[src/inc/isfl_pkg.sv]
// constants for the two-wire interface status-flag block
// assumes a byte-wide register port and a 25 MHz module clock
package isfl_pkg;

  // ****************************************
  // register map, byte-wide registers
  // ****************************************
  localparam logic [2:0] ADDR_CTRL = 3'h0;
  localparam logic [2:0] ADDR_STATUS_ONE = 3'h1;
  localparam logic [2:0] ADDR_STATUS_TWO = 3'h2;
  localparam logic [2:0] ADDR_DATA = 3'h3;
  localparam logic [2:0] ADDR_IRQ_STAT = 3'h4;
  localparam logic [2:0] ADDR_IRQ_MASK = 3'h5;

  // ****************************************
  // control register fields
  // ****************************************
  localparam int CTRL_PE = 5;
  localparam int CTRL_GC = 4;
  localparam int CTRL_START = 3;
  localparam int CTRL_ACK = 2;
  localparam int CTRL_STOP = 1;
  localparam int CTRL_ITE = 0;
  localparam logic [7:0] CTRL_RESET = 8'h00;

  // ****************************************
  // status_one fields
  // ****************************************
  localparam int S1_EVF = 7;
  localparam int S1_TEN_BIT_HEADER_SENT = 6;
  localparam int S1_DIR = 5;
  localparam int S1_BUSY = 4;
  localparam int S1_BTF = 3;
  localparam int S1_ADDRESS_MATCHED = 2;
  localparam int S1_ROLE = 1;
  localparam int S1_SB = 0;

  // ****************************************
  // status_two fields (stop and error events only)
  // ****************************************
  localparam int S2_AF = 4;
  localparam int S2_STOP_DETECTED = 3;
  localparam int S2_ARBITRATION_LOST = 2;
  localparam int S2_BUS_ERROR_FLAG = 1;

  // ****************************************
  // interrupt status and mask layout
  // ****************************************
  localparam int IRQ_SB = 0;
  localparam int IRQ_ADDRESS_MATCHED = 1;
  localparam int IRQ_BTF = 2;
  localparam int IRQ_TEN_BIT_HEADER_SENT = 3;
  localparam int IRQ_AF = 4;
  localparam int IRQ_STOP_DETECTED = 5;
  localparam int IRQ_ARBITRATION_LOST = 6;
  localparam int IRQ_BUS_ERROR_FLAG = 7;
  localparam logic [7:0] IRQ_MASK_RESET = 8'h00;

endpackage : isfl_pkg

[src/hw/isfl_flags.sv]
// status-flag logic of a multimaster two-wire serial interface
// assumes a shift engine on the same clock that pulses byte and address events,
// and raw bus pins from outside the clock domain
//
// What this block does
// - event summary set by any listed event
// - summary cleared by status reads or sequence
// - disable clears all status_one flags except busy
// - header flag: set on header, cleared two-step
// - direction shows last byte, clears with transfer
// - busy set on start, cleared stop/error
// - busy frozen while interface is disabled
// - transfer-finished set per byte, may interrupt
// - transmit: set after ack, cleared read-write
// - receive: set if ack on, cleared read-read
// - clock held low while transfer-finished set
// - address matched set, read of status clears
// - clock held low while address matched
// - role master on start write, slave on stop/loss
// - start flag set when sent, cleared read-write
// - clock held for header, start, address ack
// - disabled: controls reset except stop, pins released
`timescale 1ns/1ps

module isfl_flags (
  input wire logic i_mclk, // module clock, 25 MHz
  input wire logic i_rst, // asynchronous reset, active high
  input wire logic [2:0] i_addr, // register address
  input wire logic [7:0] i_wdata, // register write data
  input wire logic i_wr, // write strobe
  input wire logic i_rd, // read strobe
  output logic [7:0] o_rdata, // read data, cycle after read strobe
  input wire logic i_scl, // serial clock pin level
  input wire logic i_sda, // serial data pin level
  output logic o_scl_o, // serial clock drive value, always low
  output logic o_scl_oe, // serial clock drive enable, stretches bus
  input wire logic i_start_sent, // engine: start condition generated
  input wire logic i_header_sent, // engine: ten-bit header byte sent
  input wire logic i_addr_ack, // engine: address acknowledged event
  input wire logic i_byte_tx, // engine: data byte sent, ack clocked
  input wire logic i_byte_rx, // engine: data byte received, ack clocked
  input wire logic i_addr_match, // engine: slave address or general call
  input wire logic i_ack_fail, // engine: no acknowledge after byte
  input wire logic i_arb_lost, // engine: arbitration lost
  input wire logic i_bus_err, // engine: misplaced start or stop
  input wire logic [7:0] i_rx_byte, // engine: received byte
  output logic [7:0] o_tx_byte, // byte written by software
  output logic o_pe, // peripheral enable
  output logic o_start_req, // start request to engine
  output logic o_stop_req, // stop request to engine
  output logic o_ack_en, // acknowledge enable
  output logic o_gc_en, // general call enable
  output logic o_irq // level interrupt
);

  // ****************************************
  // state
  // ****************************************
  logic [7:0] ctrl;
  logic [7:0] irq_stat;
  logic [7:0] irq_mask;
  logic ten_bit_header_sent, dir, busy, transfer_finished, address_matched, role, sb, event_summary_flag;
  logic af, stop_detected, arbitration_lost, bus_error_flag;
  logic ev6_hold;
  logic s1_armed, s2_armed;
  logic scl_m, scl_s, sda_m, sda_s, sda_prev;

  logic pe;
  assign pe = ctrl[isfl_pkg::CTRL_PE];

  // ****************************************
  // register access decode
  // ****************************************
  // unmapped offsets decode to nothing: reads give zero, writes are lost
  wire wr_ctrl = i_wr && (i_addr == isfl_pkg::ADDR_CTRL);
  wire rd_s1 = i_rd && (i_addr == isfl_pkg::ADDR_STATUS_ONE);
  wire rd_s2 = i_rd && (i_addr == isfl_pkg::ADDR_STATUS_TWO);
  wire wr_dr = i_wr && (i_addr == isfl_pkg::ADDR_DATA);
  wire rd_dr = i_rd && (i_addr == isfl_pkg::ADDR_DATA);
  wire rd_irq = i_rd && (i_addr == isfl_pkg::ADDR_IRQ_STAT);
  wire wr_mask = i_wr && (i_addr == isfl_pkg::ADDR_IRQ_MASK);

  // ****************************************
  // pin synchronisers and bus condition detect
  // ****************************************
  always_ff @(posedge i_mclk or posedge i_rst)
  begin
    if (i_rst)
    begin
      scl_m <= 1'b1;
      scl_s <= 1'b1;
      sda_m <= 1'b1;
      sda_s <= 1'b1;
      sda_prev <= 1'b1;
    end
    else
    begin
      scl_m <= i_scl;
      scl_s <= scl_m;
      sda_m <= i_sda;
      sda_s <= sda_m;
      sda_prev <= sda_s;
    end
  end

  // a released line idles high, so the reset level gives no false edge
  // data falls or rises while clock stays high
  wire start_det = scl_s && sda_prev && !sda_s;
  wire stop_det = scl_s && !sda_prev && sda_s;

  // ****************************************
  // control register next value
  // ****************************************
  logic [7:0] next_ctrl;
  always_comb
  begin
    next_ctrl = ctrl;
    if (wr_ctrl && !pe)
    begin
      // first write only enables; stop survives
      next_ctrl = 8'h00;
      next_ctrl[isfl_pkg::CTRL_PE] = i_wdata[isfl_pkg::CTRL_PE];
      next_ctrl[isfl_pkg::CTRL_STOP] = i_wdata[isfl_pkg::CTRL_STOP];
    end
    else if (wr_ctrl)
    begin
      next_ctrl = {2'b00, i_wdata[5:0]};
    end
    // the request withdraws once the start is on the bus, unless rewritten
    if (pe && i_start_sent && !(wr_ctrl && i_wdata[isfl_pkg::CTRL_START]))
    begin
      next_ctrl[isfl_pkg::CTRL_START] = 1'b0;
    end
    if (!next_ctrl[isfl_pkg::CTRL_PE])
    begin
      next_ctrl[isfl_pkg::CTRL_GC] = 1'b0;
      next_ctrl[isfl_pkg::CTRL_START] = 1'b0;
      next_ctrl[isfl_pkg::CTRL_ACK] = 1'b0;
      next_ctrl[isfl_pkg::CTRL_ITE] = 1'b0;
    end
  end

  always_ff @(posedge i_mclk or posedge i_rst)
  begin
    if (i_rst)
      ctrl <= isfl_pkg::CTRL_RESET;
    else
      ctrl <= next_ctrl;
  end

  // ****************************************
  // clear sequences: status read arms, data access fires
  // ****************************************
  wire seq1_wr = s1_armed && wr_dr;
  wire seq1_rd = s1_armed && rd_dr;
  wire seq2_wr = s2_armed && wr_dr;
  wire start_wr = pe && wr_ctrl && i_wdata[isfl_pkg::CTRL_START];

  always_ff @(posedge i_mclk or posedge i_rst)
  begin
    if (i_rst)
    begin
      s1_armed <= 1'b0;
      s2_armed <= 1'b0;
    end
    else
    begin
      // any data access disarms, so an old read cannot clear a later byte
      s1_armed <= pe && (rd_s1 || (s1_armed && !wr_dr && !rd_dr));
      s2_armed <= pe && (rd_s2 || (s2_armed && !wr_dr && !rd_dr));
    end
  end

  // ****************************************
  // status_one flag next values
  // ****************************************
  logic next_sb, next_ten_bit_header_sent, next_btf, next_address_matched, next_dir, next_role, next_busy;
  logic next_af, next_stop_detected, next_arbitration_lost, next_bus_error_flag, next_ev6, next_evf;
  wire btf_set = i_byte_tx || (i_byte_rx && ctrl[isfl_pkg::CTRL_ACK]);
  wire btf_clr = dir ? seq1_wr : seq1_rd;

  always_comb
  begin
    // set terms come last so an event beats a same-cycle clear
    next_sb = sb && !seq1_wr;
    if (i_start_sent)
      next_sb = 1'b1;
    next_ten_bit_header_sent = ten_bit_header_sent && !seq2_wr;
    if (i_header_sent)
      next_ten_bit_header_sent = 1'b1;
    // a sent byte clears on the data write, a received one on the data read
    next_btf = transfer_finished && !btf_clr;
    if (btf_set)
      next_btf = 1'b1;
    next_address_matched = address_matched && !rd_s1;
    if (i_addr_match)
      next_address_matched = 1'b1;
    // direction is only kept while the byte flag stands
    next_dir = dir && next_btf && !stop_det && !i_arb_lost;
    if (btf_set)
      next_dir = i_byte_tx;
    next_role = role && !stop_det && !i_arb_lost;
    if (start_wr)
      next_role = 1'b1;
    // address acknowledge keeps the clock held until status_two is read
    next_ev6 = ev6_hold && !rd_s2;
    if (i_addr_ack)
      next_ev6 = 1'b1;
    // error causes clear on the status_two read itself
    next_af = (af && !rd_s2) || i_ack_fail;
    next_stop_detected = (stop_detected && !rd_s2) || stop_det;
    next_arbitration_lost = (arbitration_lost && !rd_s2) || i_arb_lost;
    next_bus_error_flag = (bus_error_flag && !rd_s2) || i_bus_err;
    if (!pe)
    begin
      next_sb = 1'b0;
      next_ten_bit_header_sent = 1'b0;
      next_btf = 1'b0;
      next_address_matched = 1'b0;
      next_dir = 1'b0;
      next_role = 1'b0;
      next_ev6 = 1'b0;
      next_af = 1'b0;
      next_stop_detected = 1'b0;
      next_arbitration_lost = 1'b0;
      next_bus_error_flag = 1'b0;
    end
    // summary follows whatever cause is still pending
    next_evf = next_sb || next_ten_bit_header_sent || next_btf || next_address_matched || next_ev6
      || next_af || next_stop_detected || next_arbitration_lost || next_bus_error_flag;
    // a start missed while disabled stays unseen; software checks the lines first
    // busy keeps its value while disabled
    next_busy = busy;
    if (pe)
    begin
      if (stop_det || i_bus_err)
        next_busy = 1'b0;
      else if (start_det)
        next_busy = 1'b1;
    end
  end

  always_ff @(posedge i_mclk or posedge i_rst)
  begin
    if (i_rst)
    begin
      sb <= 1'b0;
      ten_bit_header_sent <= 1'b0;
      transfer_finished <= 1'b0;
      address_matched <= 1'b0;
      dir <= 1'b0;
      role <= 1'b0;
      busy <= 1'b0;
      ev6_hold <= 1'b0;
      af <= 1'b0;
      stop_detected <= 1'b0;
      arbitration_lost <= 1'b0;
      bus_error_flag <= 1'b0;
      event_summary_flag <= 1'b0;
    end
    else
    begin
      sb <= next_sb;
      ten_bit_header_sent <= next_ten_bit_header_sent;
      transfer_finished <= next_btf;
      address_matched <= next_address_matched;
      dir <= next_dir;
      role <= next_role;
      busy <= next_busy;
      ev6_hold <= next_ev6;
      af <= next_af;
      stop_detected <= next_stop_detected;
      arbitration_lost <= next_arbitration_lost;
      bus_error_flag <= next_bus_error_flag;
      event_summary_flag <= next_evf;
    end
  end

  // ****************************************
  // interrupt status, mask and line
  // ****************************************
  logic [7:0] irq_evt;
  assign irq_evt = {i_bus_err, i_arb_lost, stop_det, i_ack_fail,
    i_header_sent, btf_set, i_addr_match, i_start_sent};

  // mask takes a write in the cycle after the strobe
  logic [7:0] next_mask;
  assign next_mask = wr_mask ? i_wdata : irq_mask;

  logic [7:0] next_irq_stat;
  always_comb
  begin
    next_irq_stat = 8'h00;
    if (pe)
      next_irq_stat = (rd_irq ? 8'h00 : irq_stat) | irq_evt;
  end

  always_ff @(posedge i_mclk or posedge i_rst)
  begin
    if (i_rst)
    begin
      irq_stat <= 8'h00;
      irq_mask <= isfl_pkg::IRQ_MASK_RESET;
    end
    else
    begin
      irq_stat <= next_irq_stat;
      irq_mask <= next_mask;
    end
  end

  // the line follows the enable and mask values of the same cycle as the bits
  // enable bit gates every unmasked sticky event onto one line
  wire next_irq = next_ctrl[isfl_pkg::CTRL_ITE]
    && |(next_irq_stat & next_mask);

  // ****************************************
  // clock stretch and outputs
  // ****************************************
  wire next_hold = next_ctrl[isfl_pkg::CTRL_PE]
    && (next_btf || next_address_matched || next_ten_bit_header_sent || next_sb || next_ev6);

  logic [7:0] s1_val, s2_val;
  assign s1_val = {event_summary_flag, ten_bit_header_sent, dir, busy, transfer_finished, address_matched, role, sb};
  assign s2_val = {3'b000, af, stop_detected, arbitration_lost, bus_error_flag, 1'b0};

  logic [7:0] next_rdata;
  always_comb
  begin
    if (i_rd && i_addr == isfl_pkg::ADDR_CTRL)
      next_rdata = ctrl;
    else if (rd_s1)
      next_rdata = s1_val;
    else if (rd_s2)
      next_rdata = s2_val;
    else if (rd_dr)
      next_rdata = i_rx_byte;
    else if (rd_irq)
      next_rdata = irq_stat;
    else if (i_rd && i_addr == isfl_pkg::ADDR_IRQ_MASK)
      next_rdata = irq_mask;
    else
      next_rdata = 8'h00;
  end

  always_ff @(posedge i_mclk or posedge i_rst)
  begin
    if (i_rst)
    begin
      o_rdata <= 8'h00;
      o_tx_byte <= 8'h00;
      o_scl_o <= 1'b0;
      o_scl_oe <= 1'b0;
      o_irq <= 1'b0;
    end
    else
    begin
      o_rdata <= next_rdata;
      if (wr_dr)
        o_tx_byte <= i_wdata;
      o_scl_o <= 1'b0;
      o_scl_oe <= next_hold;
      o_irq <= next_irq;
    end
  end

  // control outputs are the control register bits themselves
  assign o_pe = ctrl[isfl_pkg::CTRL_PE];
  assign o_start_req = ctrl[isfl_pkg::CTRL_START];
  assign o_stop_req = ctrl[isfl_pkg::CTRL_STOP];
  assign o_ack_en = ctrl[isfl_pkg::CTRL_ACK];
  assign o_gc_en = ctrl[isfl_pkg::CTRL_GC];

endmodule : isfl_flags

[config.mk]
export PLATFORM = sky130hd
export DESIGN_NAME = isfl_flags
export DESIGN_NICKNAME = d
export VERILOG_FILES = /design/src/inc/isfl_pkg.sv /design/src/hw/isfl_flags.sv
export SDC_FILE = /design/constraint.sdc
export NUM_CORES = 1
export LEC_CHECK = 0
export CAP_MARGIN = 20
export CORE_MARGIN = 1.5
export CORE_UTILIZATION = 40
export DETAILED_ROUTE_END_ITERATION = 6
export DONT_BUFFER_PORTS = 1
export HOLD_SLACK_MARGIN = 0.1
export PLACE_DENSITY = 0.61
export RECOVER_POWER = 50
export SLEW_MARGIN = 5
export SYNTH_ARGS = -nofsm -noshare
export SYNTH_HDL_FRONTEND = slang
export SYNTH_SLANG_ARGS = --single-unit
export TNS_END_PERCENT = 50
[constraint.sdc]
create_clock -name i_mclk -period 2.1 [get_ports i_mclk]
set_input_delay 0.21 -clock i_mclk [delete_from_list [all_inputs] [get_ports i_mclk]]
set_output_delay 0.21 -clock i_mclk [all_outputs]
set_load 0.02 [all_outputs]
==> metrics.md, run 1 <==
| Metric | Value |
|---|---|
| First-pass GRT wire length | about 11 mm |
| Total CTS buffers | 9 |
| CP Data Arrival Time | 1.99 ns |
| Core area | 6720 sq um |
| Max Clk Rate | ~560 MHz |
| Largest family of logic cells by synthesized area | compound AO/OA/AOI/OAI gates |
| Antenna Cells | 0 |
| Status | finished clean |
| Routed wl met3 | 546 um |
| Crit path kind | flip-flop to flip-flop |
| Top Ports | 58 |
| CTS tree | done |
| Min-delay src | i_addr[0] |
| Relative slew slack | 45.4% |
| # DRC | 0 |
| Worst reg2reg startpoint | af |
| Routed vias | 2,020 |
| Clock transition at path regs | 0.07 ns |
| Top cell type's share of synthesized area | roughly 50% |
| Remaining antenna violation count | 0 |
| Syn_area_per_cell | 11.3 sq um |
| PwrDens | 939 nW/um^2 |
| Total power | 3070 uW |
| HPWL Detailed | ~4.8 mm |
| Chip height | 85.9 um |
| Post-Synth Adder-Cell Area | 0% |
| Worst Path Max Fanout | 3 |
| Yosys cell types | 47 |
| Final Skew | 0.00783 ns |
| Post-synthesis compound-gate area fraction | about 16% |
| Synth Area in XOR/XNOR | 0% |
| Fin crit period | between 1.5 and 2 ns |
| Port Buffers | 0 |
| # setup viols final | 0 |
| Worst-path cell chain | or4_1 > a2111oi_0 > a21boi_0 > a31oi_1 |
| #FFs+latches synth | 60 |
| GPL Wtd Cong | 0.869 |
| Synth Instances | around 240 |
| Ys flop type | dfrtp_1 |
| Synth Cell Area | 2750 sq um |
| Rows | 30 |
| Worst-Skew Late Latency | 0.34 ns |
| Required @ worst endpoint | 2.30 ns |
| Tot GR Track Use | 20.6% |
| Hold EP | s2_armed |
| Post-synthesis sequential area ratio | approximately 55% |
| Crit end category | flip-flop |
| DRT Pass-1 Iters | 4 |
| Synth-to-Final Area Change | 18.7% |
| FF-to-FF End | event_summary_flag |
| Post-synthesis async set-or-reset flop share | 100% |
| CTS Buffer Depth | 2 |
| Vias per inst | 5.71 |
| Post-synthesis simple-gate area fraction | 14.8% |
| Share of layout cells above drive strength 1 | around 17% |
| Max incr delay on CP | 0.53 ns |
| Routed wire per std cell | 19.9 um |
| Setup slack, reg-to-reg | 0.30 ns |
| Total number of yosys warnings | 0 |
| Syn_nets | 277 |
| Pin count of the biggest net entering global routing | 47 |
| Initial Utilization | a little over 40% |
| Nature of the critical path startpoint | flip-flop |
| Post-synth top area cell | dfrtp_1 |
| Full die area | ~7400 sq um |
| Top delay family on crit path | compound AO/OA/AOI/OAI gates |
| Util after Layout | about half |
| Routed wl met2 | 3.22 mm |
| RSZ-0062 raised after global routing | no |
| Grt total ovfl | 0 |
| Setup TNS | 0 ns |
| Final worst path period share | 85.6% |
| Cells on worst reg2reg path | 4 |
| Max H-tree Level | 3 |
| Post-synthesis mux area share | 11.2% |
| Hold path cells | 2 |
| Post-synth EDFFs | 0 |
| Post-CTS Setup Bufs | 0 |
| Slowest CP cell | or4_1 |
| Nets | 303 |
| Hold Violations, Final | 0 |
| Top cells by area, synth | dfrtp_1 50%, mux2_2 7.4%, dfstp_2 4.8% |
| CTS root buffer | clkbuf_8 |
| Die Wd | roughly 86 um |
| Vias in the first global route | between 2,000 and 2,500 |
| Initial antenna violation count | 0 |
| Min-Delay Path Class | input pin to flip-flop |
| Worst Max-Slew Pin Slew | 0.818 ns |
| Max-cap viol count | 0 |
| Wire length on met1 | 3.08 mm |
| LEAKAGE | 0.00149 uW |
| Final Max Slew Viols | 0 |
| Clk sinks | 60 |
| Buffers & Inverters on Critical Path | 0 |
| DRT Wirelength | ~7 mm |
| Max layer used | met4 |
| Maximum vdd ir drop | 0.536 mV |
| Drt initial violations | about 170 |
-- timing repair --
action / in CTS / in global routing
hold endpoints to repair: 107 / 0
gates resized for setup: 0 / 0
hold buffers: 22 / 0
-- worst max path at each step --
stage                     slack (ns)                 end  cells after the start   from
final                           0.30  event_summary_flag                      4     af
after global routing            0.20  event_summary_flag                      4     af
after CTS                       0.34  event_summary_flag                      4     af
after detailed placement        0.34  event_summary_flag                      4     af
after global placement          0.38  event_summary_flag                      4     af
after floorplan                 0.41     address_matched                      1  i_rst
-- report_power, final --
group	total, uW	internal (uW)	switching [uW]
sequential	1510	1340	174
clock	1050	609	442
combinational	506	246	260
-- worst reg2reg max path, stage by stage, from the launching register on --
cell and delay [ns]:
dfrtp_1 0.39, or4_1 0.53, a2111oi_0 0.41, a21boi_0 0.22, a31oi_1 0.10
-- cell usage after synthesis (3+ instances only) --
library cell / instances
inv_1: 7
nor2b_1: 7
mux2i_1: 9
buf_2: 5
a222oi_1: 3
dfstp_2: 5
nor2_1: 23
a21boi_0: 3
nand4bb_1: 3
a21o_1: 8
dfrtp_1: 55
o2bb2ai_1: 4
a21oi_1: 12
nand2_1: 15
a31oi_1: 6
a22o_1: 3
o22ai_1: 5
o21ai_0: 5
mux2_2: 18
and2_1: 9
clkbuf_1: 5
nand3_1: 3
-- area by class of cell --
type / instances / area, sq um
Multi-Input combinational cell: 163 / 1160
Fill cell: 613 / 3450
Timing Repair Buffer: 27 / 267
Inverter: 8 / 30.0
Sequential cell: 60 / 1510
Clock buffer: 12 / 155
Tap cell: 80 / 100
Clock inverter: 4 / 47.5
-- per-stage QoR --
stage	cell area (sq um)	hold WS, ns	worst slack, ns	std cells
floorplan	2750	0.214	0.414	243
global placement	2850	0.0811	0.384	316
detailed placement	2850	0.0857	0.343	316
CTS	3270	0.105	0.336	354
global route	3270	0.116	0.196	354
finish	3270	0.111	0.303	354
-- layer usage --
layer  up-vias  track usage [%]
li1        930                -
met1       993             27.6
met2        85             30.8
met3        12             7.22
met4         0             7.92
met5         -                0
-- cells in the final DEF, fill, tap and decap left out, types with 6 or more instances in the layout --
| cell | netlist | routed |
|---|---|---|
| mux2_2 | 18 | 18 |
| a21oi_1 | 12 | 12 |
| a21o_1 | 8 | 8 |
| nand2_1 | 15 | 15 |
| inv_1 | 7 | 7 |
| nor2_1 | 23 | 23 |
| nor2b_1 | 7 | 7 |
| mux2i_1 | 9 | 9 |
| a31oi_1 | 6 | 6 |
| dlygate4sd3_1 | 0 | 22 |
| clkbuf_8 | 0 | 11 |
| and2_1 | 9 | 7 |
| dfrtp_1 | 55 | 55 |
-- state kept, by name, indices dropped and copies added, names as in the netlist, 6 cells and up --
| register | count |
|---|---|
| ctrl | 6 |
| irq_mask | 8 |
| irq_stat | 8 |
| o_rdata | 8 |
| o_tx_byte | 8 |
-- logic make-up (layout without fill, tap and decap cells) --
group           Yosys count  count (layout)
simple gates             72              72
compound gates           62              62
flops                    60              60
mux                      28              28
buf+inv                  20              51
other cells               1               1
Note: power is estimated with default switching activity, not from simulation.
==> inputs of run 2 (changes only) <==
- CORE_UTILIZATION: 40 -> 35
- PLACE_DENSITY: 0.61 -> 0.56
==> run 2 against run 1 <==
Clock-buffer cell count unchanged. Flip-flop and latch count unchanged. Non-clock buffer count up 6. Die area up 14%. Critical path type unchanged.
==> metrics.md, run 2 (synthesized netlist as in run 1, its figures left out) <==
| Metric | Value |
|---|---|
| Met1 Resource Use GR | 26.7% (-0.95 points) |
| Drt initial violations | 170 (+1.2%) |
| Nature of the critical path startpoint | flip-flop |
| Clk sinks | 60 (unchanged) |
| Max Clk Rate | 554 MHz (-0.49%) |
| Remaining antenna violation count | 0 (unchanged) |
| Commonest non-fill, non-tap cell in the layout | dfrtp_1 |
| DRT Wirelength | 7.51 mm (+6.9%) |
| Rows | 32 (+6.7%) |
| Post-CTS Setup Bufs | 0 (unchanged) |
| Clock transition at path regs | 0.07 ns (about the same) |
| Fin crit period | 1.81 ns (+0.00891 ns) |
| Fill cells | 766 (+25%) |
| RSZ-0062 raised after global routing | no |
| Final Skew | 0.00910 ns (+0.00128 ns) |
| Required @ worst endpoint | 2.32 ns (+0.02 ns) |
| # DRC | 0 (unchanged) |
| Grt met2 use | 27.8% (-3.0 points) |
| Maximum vdd ir drop | 0.573 mV (+6.8%) |
| CP Data Arrival Time | 2.03 ns (+0.04 ns) |
| GPL Wtd Cong | 0.813 (-6.5%) |
| Vias in the first global route | 2,163 (+5.9%) |
| PwrDens | 907 nW/um^2 (-3.5%) |
| CTS Buffer Depth | 2 (unchanged) |
| Crit path kind | flip-flop to flip-flop |
| Initial antenna violation count | 0 (unchanged) |
| HPWL Detailed | 5.13 mm (+6.6%) |
| Worst Max-Slew Pin Slew | 1.22 ns (+0.399 ns) |
| Worst Path Max Fanout | 4 (+1) |
| Setup WS pre-CTS | 0.376 ns (+0.0331 ns) |
| Synth-to-Final Area Change | 20.7% |
| CTS tree | done |
| Core area | 7690 sq um (+14%) |
| Global routing usage on met3 | 7.71% (+0.49 points) |
| Util after Layout | 43.2% (-5.4 points) |
| Vias per inst | 5.34 (-6.4%) |
| First-pass GRT wire length | 12.2 mm (+8.8%) |
| Hold Violations, Final | 0 (unchanged) |
| Worst-Skew Late Latency | 0.34 ns (about the same) |
| # hold bufs at CTS | 26 (+18%) |
| Tot GR Track Use | 19.9% (-0.74 points) |
| Max H-tree Level | 3 (unchanged) |
| Design Area, Final | 3320 sq um (+1.7%) |
| Nets | 309 (+2.0%) |
| Die Wd | 91.7 um (+6.7%) |
| Min-Delay Path Class | input pin to flip-flop |
| # setup viols final | 0 (unchanged) |
| CTS root buffer | clkbuf_8 |
| Chip height | 91.7 um (+6.7%) |
| Status | finished clean |
| LEAKAGE | 0.00150 uW (+1.2%) |
| Post-CTS Resized | 0 (unchanged) |
| Final worst path period share | 86.0% (+0.42 points) |
| Busiest grt layer | met2 |
| Top Ports | 58 (unchanged) |
| Commonest non-fill, non-tap cells in the layout | 55 x dfrtp_1, 26 x dlygate4sd3_1, 23 x nor2_1, 17 x mux2_2, 15 x nand2_1 |
| Total CTS buffers | 9 (unchanged) |
| Final worst slack | 0.294 ns (-0.00891 ns) |
| Max-cap viol count | 0 (unchanged) |
| Routed vias | 2,041 (+1.0%) |
| Final Max Slew Viols | 0 (unchanged) |
| Grt total ovfl | 0 (unchanged) |
| Port Buffers | 0 (unchanged) |
| Crit end category | flip-flop |
| Antenna Cells | 0 (unchanged) |
| Routed wire per std cell | 19.7 um (-0.95%) |
| Initial Utilization | 35.8% (-5.2 points) |
| DRT Pass-1 Iters | 5 (+1) |
| Full die area | 8400 sq um (+14%) |
| Placed Area | 2880 sq um (+1.1%) |
| Relative slew slack | 18.8% (-27 points) |
| Pin count of the biggest net entering global routing | 31 (-34%) |
| Setup TNS | 0 ns (unchanged) |
| Share of layout cells above drive strength 1 | 17.1% (+0.35 points) |
==> run 2: cell count changes in the layout (fill, tap and decap cells not counted), moves of 2 or more <==
cell	change
dlygate4sd3_1	+4
buf_4	+3
and2_0	+2
and2_1	-2
==> run 2: where the power goes <==
group	leakage, uW	internal (uW)	switching (uW)	total, uW
sequential	0.000757	1340	182	1520
clock	0.0000982	518	457	975
combinational	0.000650	252	265	517
total	0.00150	2110	904	3010
==> run 2: per-layer routing <==
layer	wire [um]	part of all wire [%]
met5	0	0
met4	269	3.6
met3	566	7.5
met2	3260	43
met1	3420	45
==> run 2: worst max-delay path, stage by stage (launching register included) <==
cell           delay [ns]
dfstp_1              0.56
and3b_1              0.29
nor2_1               0.09
a31oi_1              0.16
dlygate4sd3_1        0.56
nor2_1               0.04
==> run 2: final timing paths <==
kind / slack [ns] / endpoint / cells after the start / from
max: 0.29 / dir / 5 / sda_s
max in group asynchronous: 0.54 / sda_prev / 3 / i_rst
min: 0.12 / s1_armed / 2 / i_addr[0]
min reg2reg: 0.36 / scl_s / 0 / scl_m
max reg2reg: 0.29 / dir / 5 / sda_s
min in group asynchronous: 0.64 / irq_mask[4] / 2 / i_rst
==> run 2: area by class of cell <==
class / count / area (sq um) / share of cell area (%)
Clock buffer: 12 / 165 / 4.97
Inverter: 8 / 30.0 / 0.904
Timing Repair Buffer: 33 / 309 / 9.31
Multi-Input combinational cell: 163 / 1160 / 34.9
Clock inverter: 4 / 22.5 / 0.678
Tap cell: 102 / 128 / 3.84
Sequential cell: 60 / 1510 / 45.4
==> run 2: per-stage QoR <==
step | std cells | hold slack [ns] | total power (uW)
global route | 382 | 0.109 | 3170
CTS | 382 | 0.106 | 3050
detailed placement | 340 | 0.215 | 2010
finish | 382 | 0.116 | 3010
floorplan | 243 | 0.214 | 1880
global placement | 340 | 0.213 | 2000
==> inputs of run 3 (changes only) <==
- CORE_MARGIN: 1.5 -> default
- GPL_TIMING_DRIVEN: default -> 0
==> run 3 against run 2 <==
Register-to-register slack barely moved. Maximum frequency down 1.3%. Flip-flop and latch count unchanged. Power is 9.6% higher. Via count increased by 4.0%. Global-route usage shrank 0.28 points. Largest cell class unchanged. Worst hold slack gained 0.0082 ns. Clock-buffer cell count shrank 2. Sequential share of layout area is 0.37 points lower. Design area rose by 0.83%.
==> metrics.md, run 3 (synthesized netlist as in run 1, its figures left out) <==
| Metric | Value |
|---|---|
| Slowest CP cell | clkbuf_1 |
| Status | finished clean |
| Worst-path cell chain | buf_2 > and4b_1 > clkbuf_1 > a21boi_0 > nor4_1 > a31oi_1 |
| CP Data Arrival Time | 2.02 ns (about the same) |
| Vias per inst | 5.56 (+4.0%) |
| Final Skew | 0.00586 ns (-0.00324 ns) |
| Synth-to-Final Area Change | 21.7% |
| Drt initial violations | 171 (+0.59%) |
| HPWL Detailed | 5.22 mm (+1.6%) |
| Design Area, Final | 3350 sq um (+0.83%) |
| Nets | 312 (+0.97%) |
| Final worst path period share | 87.2% (+1.2 points) |
| DRT Pass-1 Iters | 5 (unchanged) |
| Tot GR Track Use | 19.6% (-0.28 points) |
| Routed wire per std cell | 19.8 um (+0.55%) |
| Placed Area | 2900 sq um (+0.65%) |
| Full die area | 8220 sq um (-2.2%) |
| Port Buffers | 0 (unchanged) |
| Buffers & Inverters on Critical Path | 2 (+1) |
| Nature of the critical path startpoint | input pin |
| PwrDens | 985 nW/um^2 (+8.7%) |
| # DRC | 0 (unchanged) |
| CTS Buffer Depth | 2 (unchanged) |
| Total CTS buffers | 9 (unchanged) |
| Chip height | 90.7 um (-1.1%) |
| Worst-Skew Late Latency | 0.34 ns (about the same) |
| Fin crit period | 1.83 ns (+0.0246 ns) |
| Layout Cells excl Fill | 382 (unchanged) |
| Post-CTS Setup Bufs | 0 (unchanged) |
| Post-CTS Resized | 0 (unchanged) |
| Share of layout cells above drive strength 1 | 17.3% (+0.17 points) |
| DRT Wirelength | 7.55 mm (+0.55%) |
| Max Clk Rate | 546 MHz (-1.3%) |
| Setup slack, reg-to-reg | 0.30 ns (about the same) |
| Top Ports | 58 (unchanged) |
| Worst Path Max Fanout | 10 (+6) |
| Initial Utilization | 37.1% (+1.3 points) |
| Min-Delay Path Class | input pin to flip-flop |
| Max H-tree Level | 3 (unchanged) |
| Core area | 7410 sq um (-3.6%) |
| Setup WS pre-CTS | 0.172 ns (-0.204 ns) |
| Worst Max-Slew Pin Slew | 0.867 ns (-0.350 ns) |
| Pin count of the biggest net entering global routing | 39 (+26%) |
| Top delay family on crit path | buffers and inverters |
| Max incr delay on CP | 0.53 ns (-0.03 ns) |
| Clk sinks | 60 (unchanged) |
| Die Wd | 90.7 um (-1.1%) |
| Routed vias | 2,123 (+4.0%) |
| Final worst slack | 0.269 ns (-0.0246 ns) |
| Placed Cells | 343 (+0.88%) |
| Total power | 3300 uW (+9.6%) |
| Final Max Slew Viols | 0 (unchanged) |
| Crit end category | flip-flop |
| Clock transition at path regs | 0.06 ns (about the same) |
| Commonest non-fill, non-tap cells in the layout | 55 x dfrtp_1, 23 x nor2_1, 22 x dlygate4sd3_1, 18 x mux2_2, 15 x nand2_1 |
| First-pass GRT wire length | 12.0 mm (-1.6%) |
| Antenna Cells | 0 (unchanged) |
| Max-cap viol count | 0 (unchanged) |
| Initial antenna violation count | 0 (unchanged) |
| CTS root buffer | clkbuf_8 |
| Crit path kind | input pin to flip-flop |
| Hold Violations, Final | 0 (unchanged) |
| CTS tree | done |
| # setup viols final | 0 (unchanged) |
| Maximum vdd ir drop | 0.438 mV (-23%) |
| GPL Wtd Cong | 0.883 (+8.6%) |
| Rows | 31 (-3.1%) |
| Grt total ovfl | 0 (unchanged) |
| RSZ-0062 raised after global routing | no |
| Commonest non-fill, non-tap cell in the layout | dfrtp_1 |
| Remaining antenna violation count | 0 (unchanged) |
| LEAKAGE | 0.00152 uW (+0.69%) |
| Required @ worst endpoint | 2.29 ns (-0.03 ns) |
| Relative slew slack | 42.1% (+23 points) |
| Vias in the first global route | 2,146 (-0.79%) |
-- run 3: path summary, 6_finish.rpt --
kind / from / endpoint / cells after the start
setup / recovery: i_addr[1] / event_summary_flag / 6
hold / removal: i_start_sent / ctrl[3] / 3
setup reg to reg: sda_s / dir / 5
hold reg to reg: sda_m / sda_s / 0
max in group asynchronous: i_rst / o_rdata[3] / 3
min in group asynchronous: i_rst / o_tx_byte[7] / 2
-- run 3: layout make-up --
cell class | count | area [sq um]
tap | 99 | 124
clock inverter | 6 | 111
buffer | 12 | 53.8
sequential | 60 | 1510
clock buffer | 10 | 128
fill | 712 | 4060
timing repair buffer | 24 | 235
multi-input combinational | 163 | 1160
inverter | 8 | 30.0
-- run 3: power by group --
group          leakage, uW  internal (uW)  switching, uW  total, uW
Clock             0.000117            790            460       1250
Sequential        0.000757           1340            185       1520
Combinational     0.000641            249            279        528
-- run 3: metal layers --
layer / wire length [um] / part of all wire (%) / global-route usage (%) / vias up
met4: 141 / 1.9 / 6.05 / 0
met1: 3360 / 44 / 26.8 / 1049
met3: 626 / 8.3 / 5.98 / 14
li1: - / - / - / 952
met2: 3430 / 45 / 29.7 / 108
met5: 0 / 0 / 0 / -
-- run 3: repair_timing --
| action | 4_1_cts | 5_1_grt |
|---|---|---|
| hold buffers | 21 | 1 |
| setup endpoints to repair | 0 | 0 |
| endpoints found under the hold margin | 57 | 1 |
-- run 3: worst reg2reg max path, stage by stage (launching register included) --
cell	delay [ns]
dfstp_1	0.58
and3b_1	0.27
nor2_1	0.08
a31oi_1	0.16
dlygate4sd3_1	0.57
nor2_1	0.04
-- run 3: metrics by stage --
| step | setup TNS (ns) | hold slack [ns] | utilization (%) |
|---|---|---|---|
| 6_report | 0 | 0.124 | 45.2 |
| 5_1_grt | 0 | 0.136 | 45.2 |
| 4_1_cts | 0 | 0.106 | 45.1 |
| 3_5_place_dp | 0 | 0.162 | 39.1 |
| 3_3_place_gp | -14.38 | 0.215 | 38.8 |
| 2_1_floorplan | 0 | 0.214 | - |
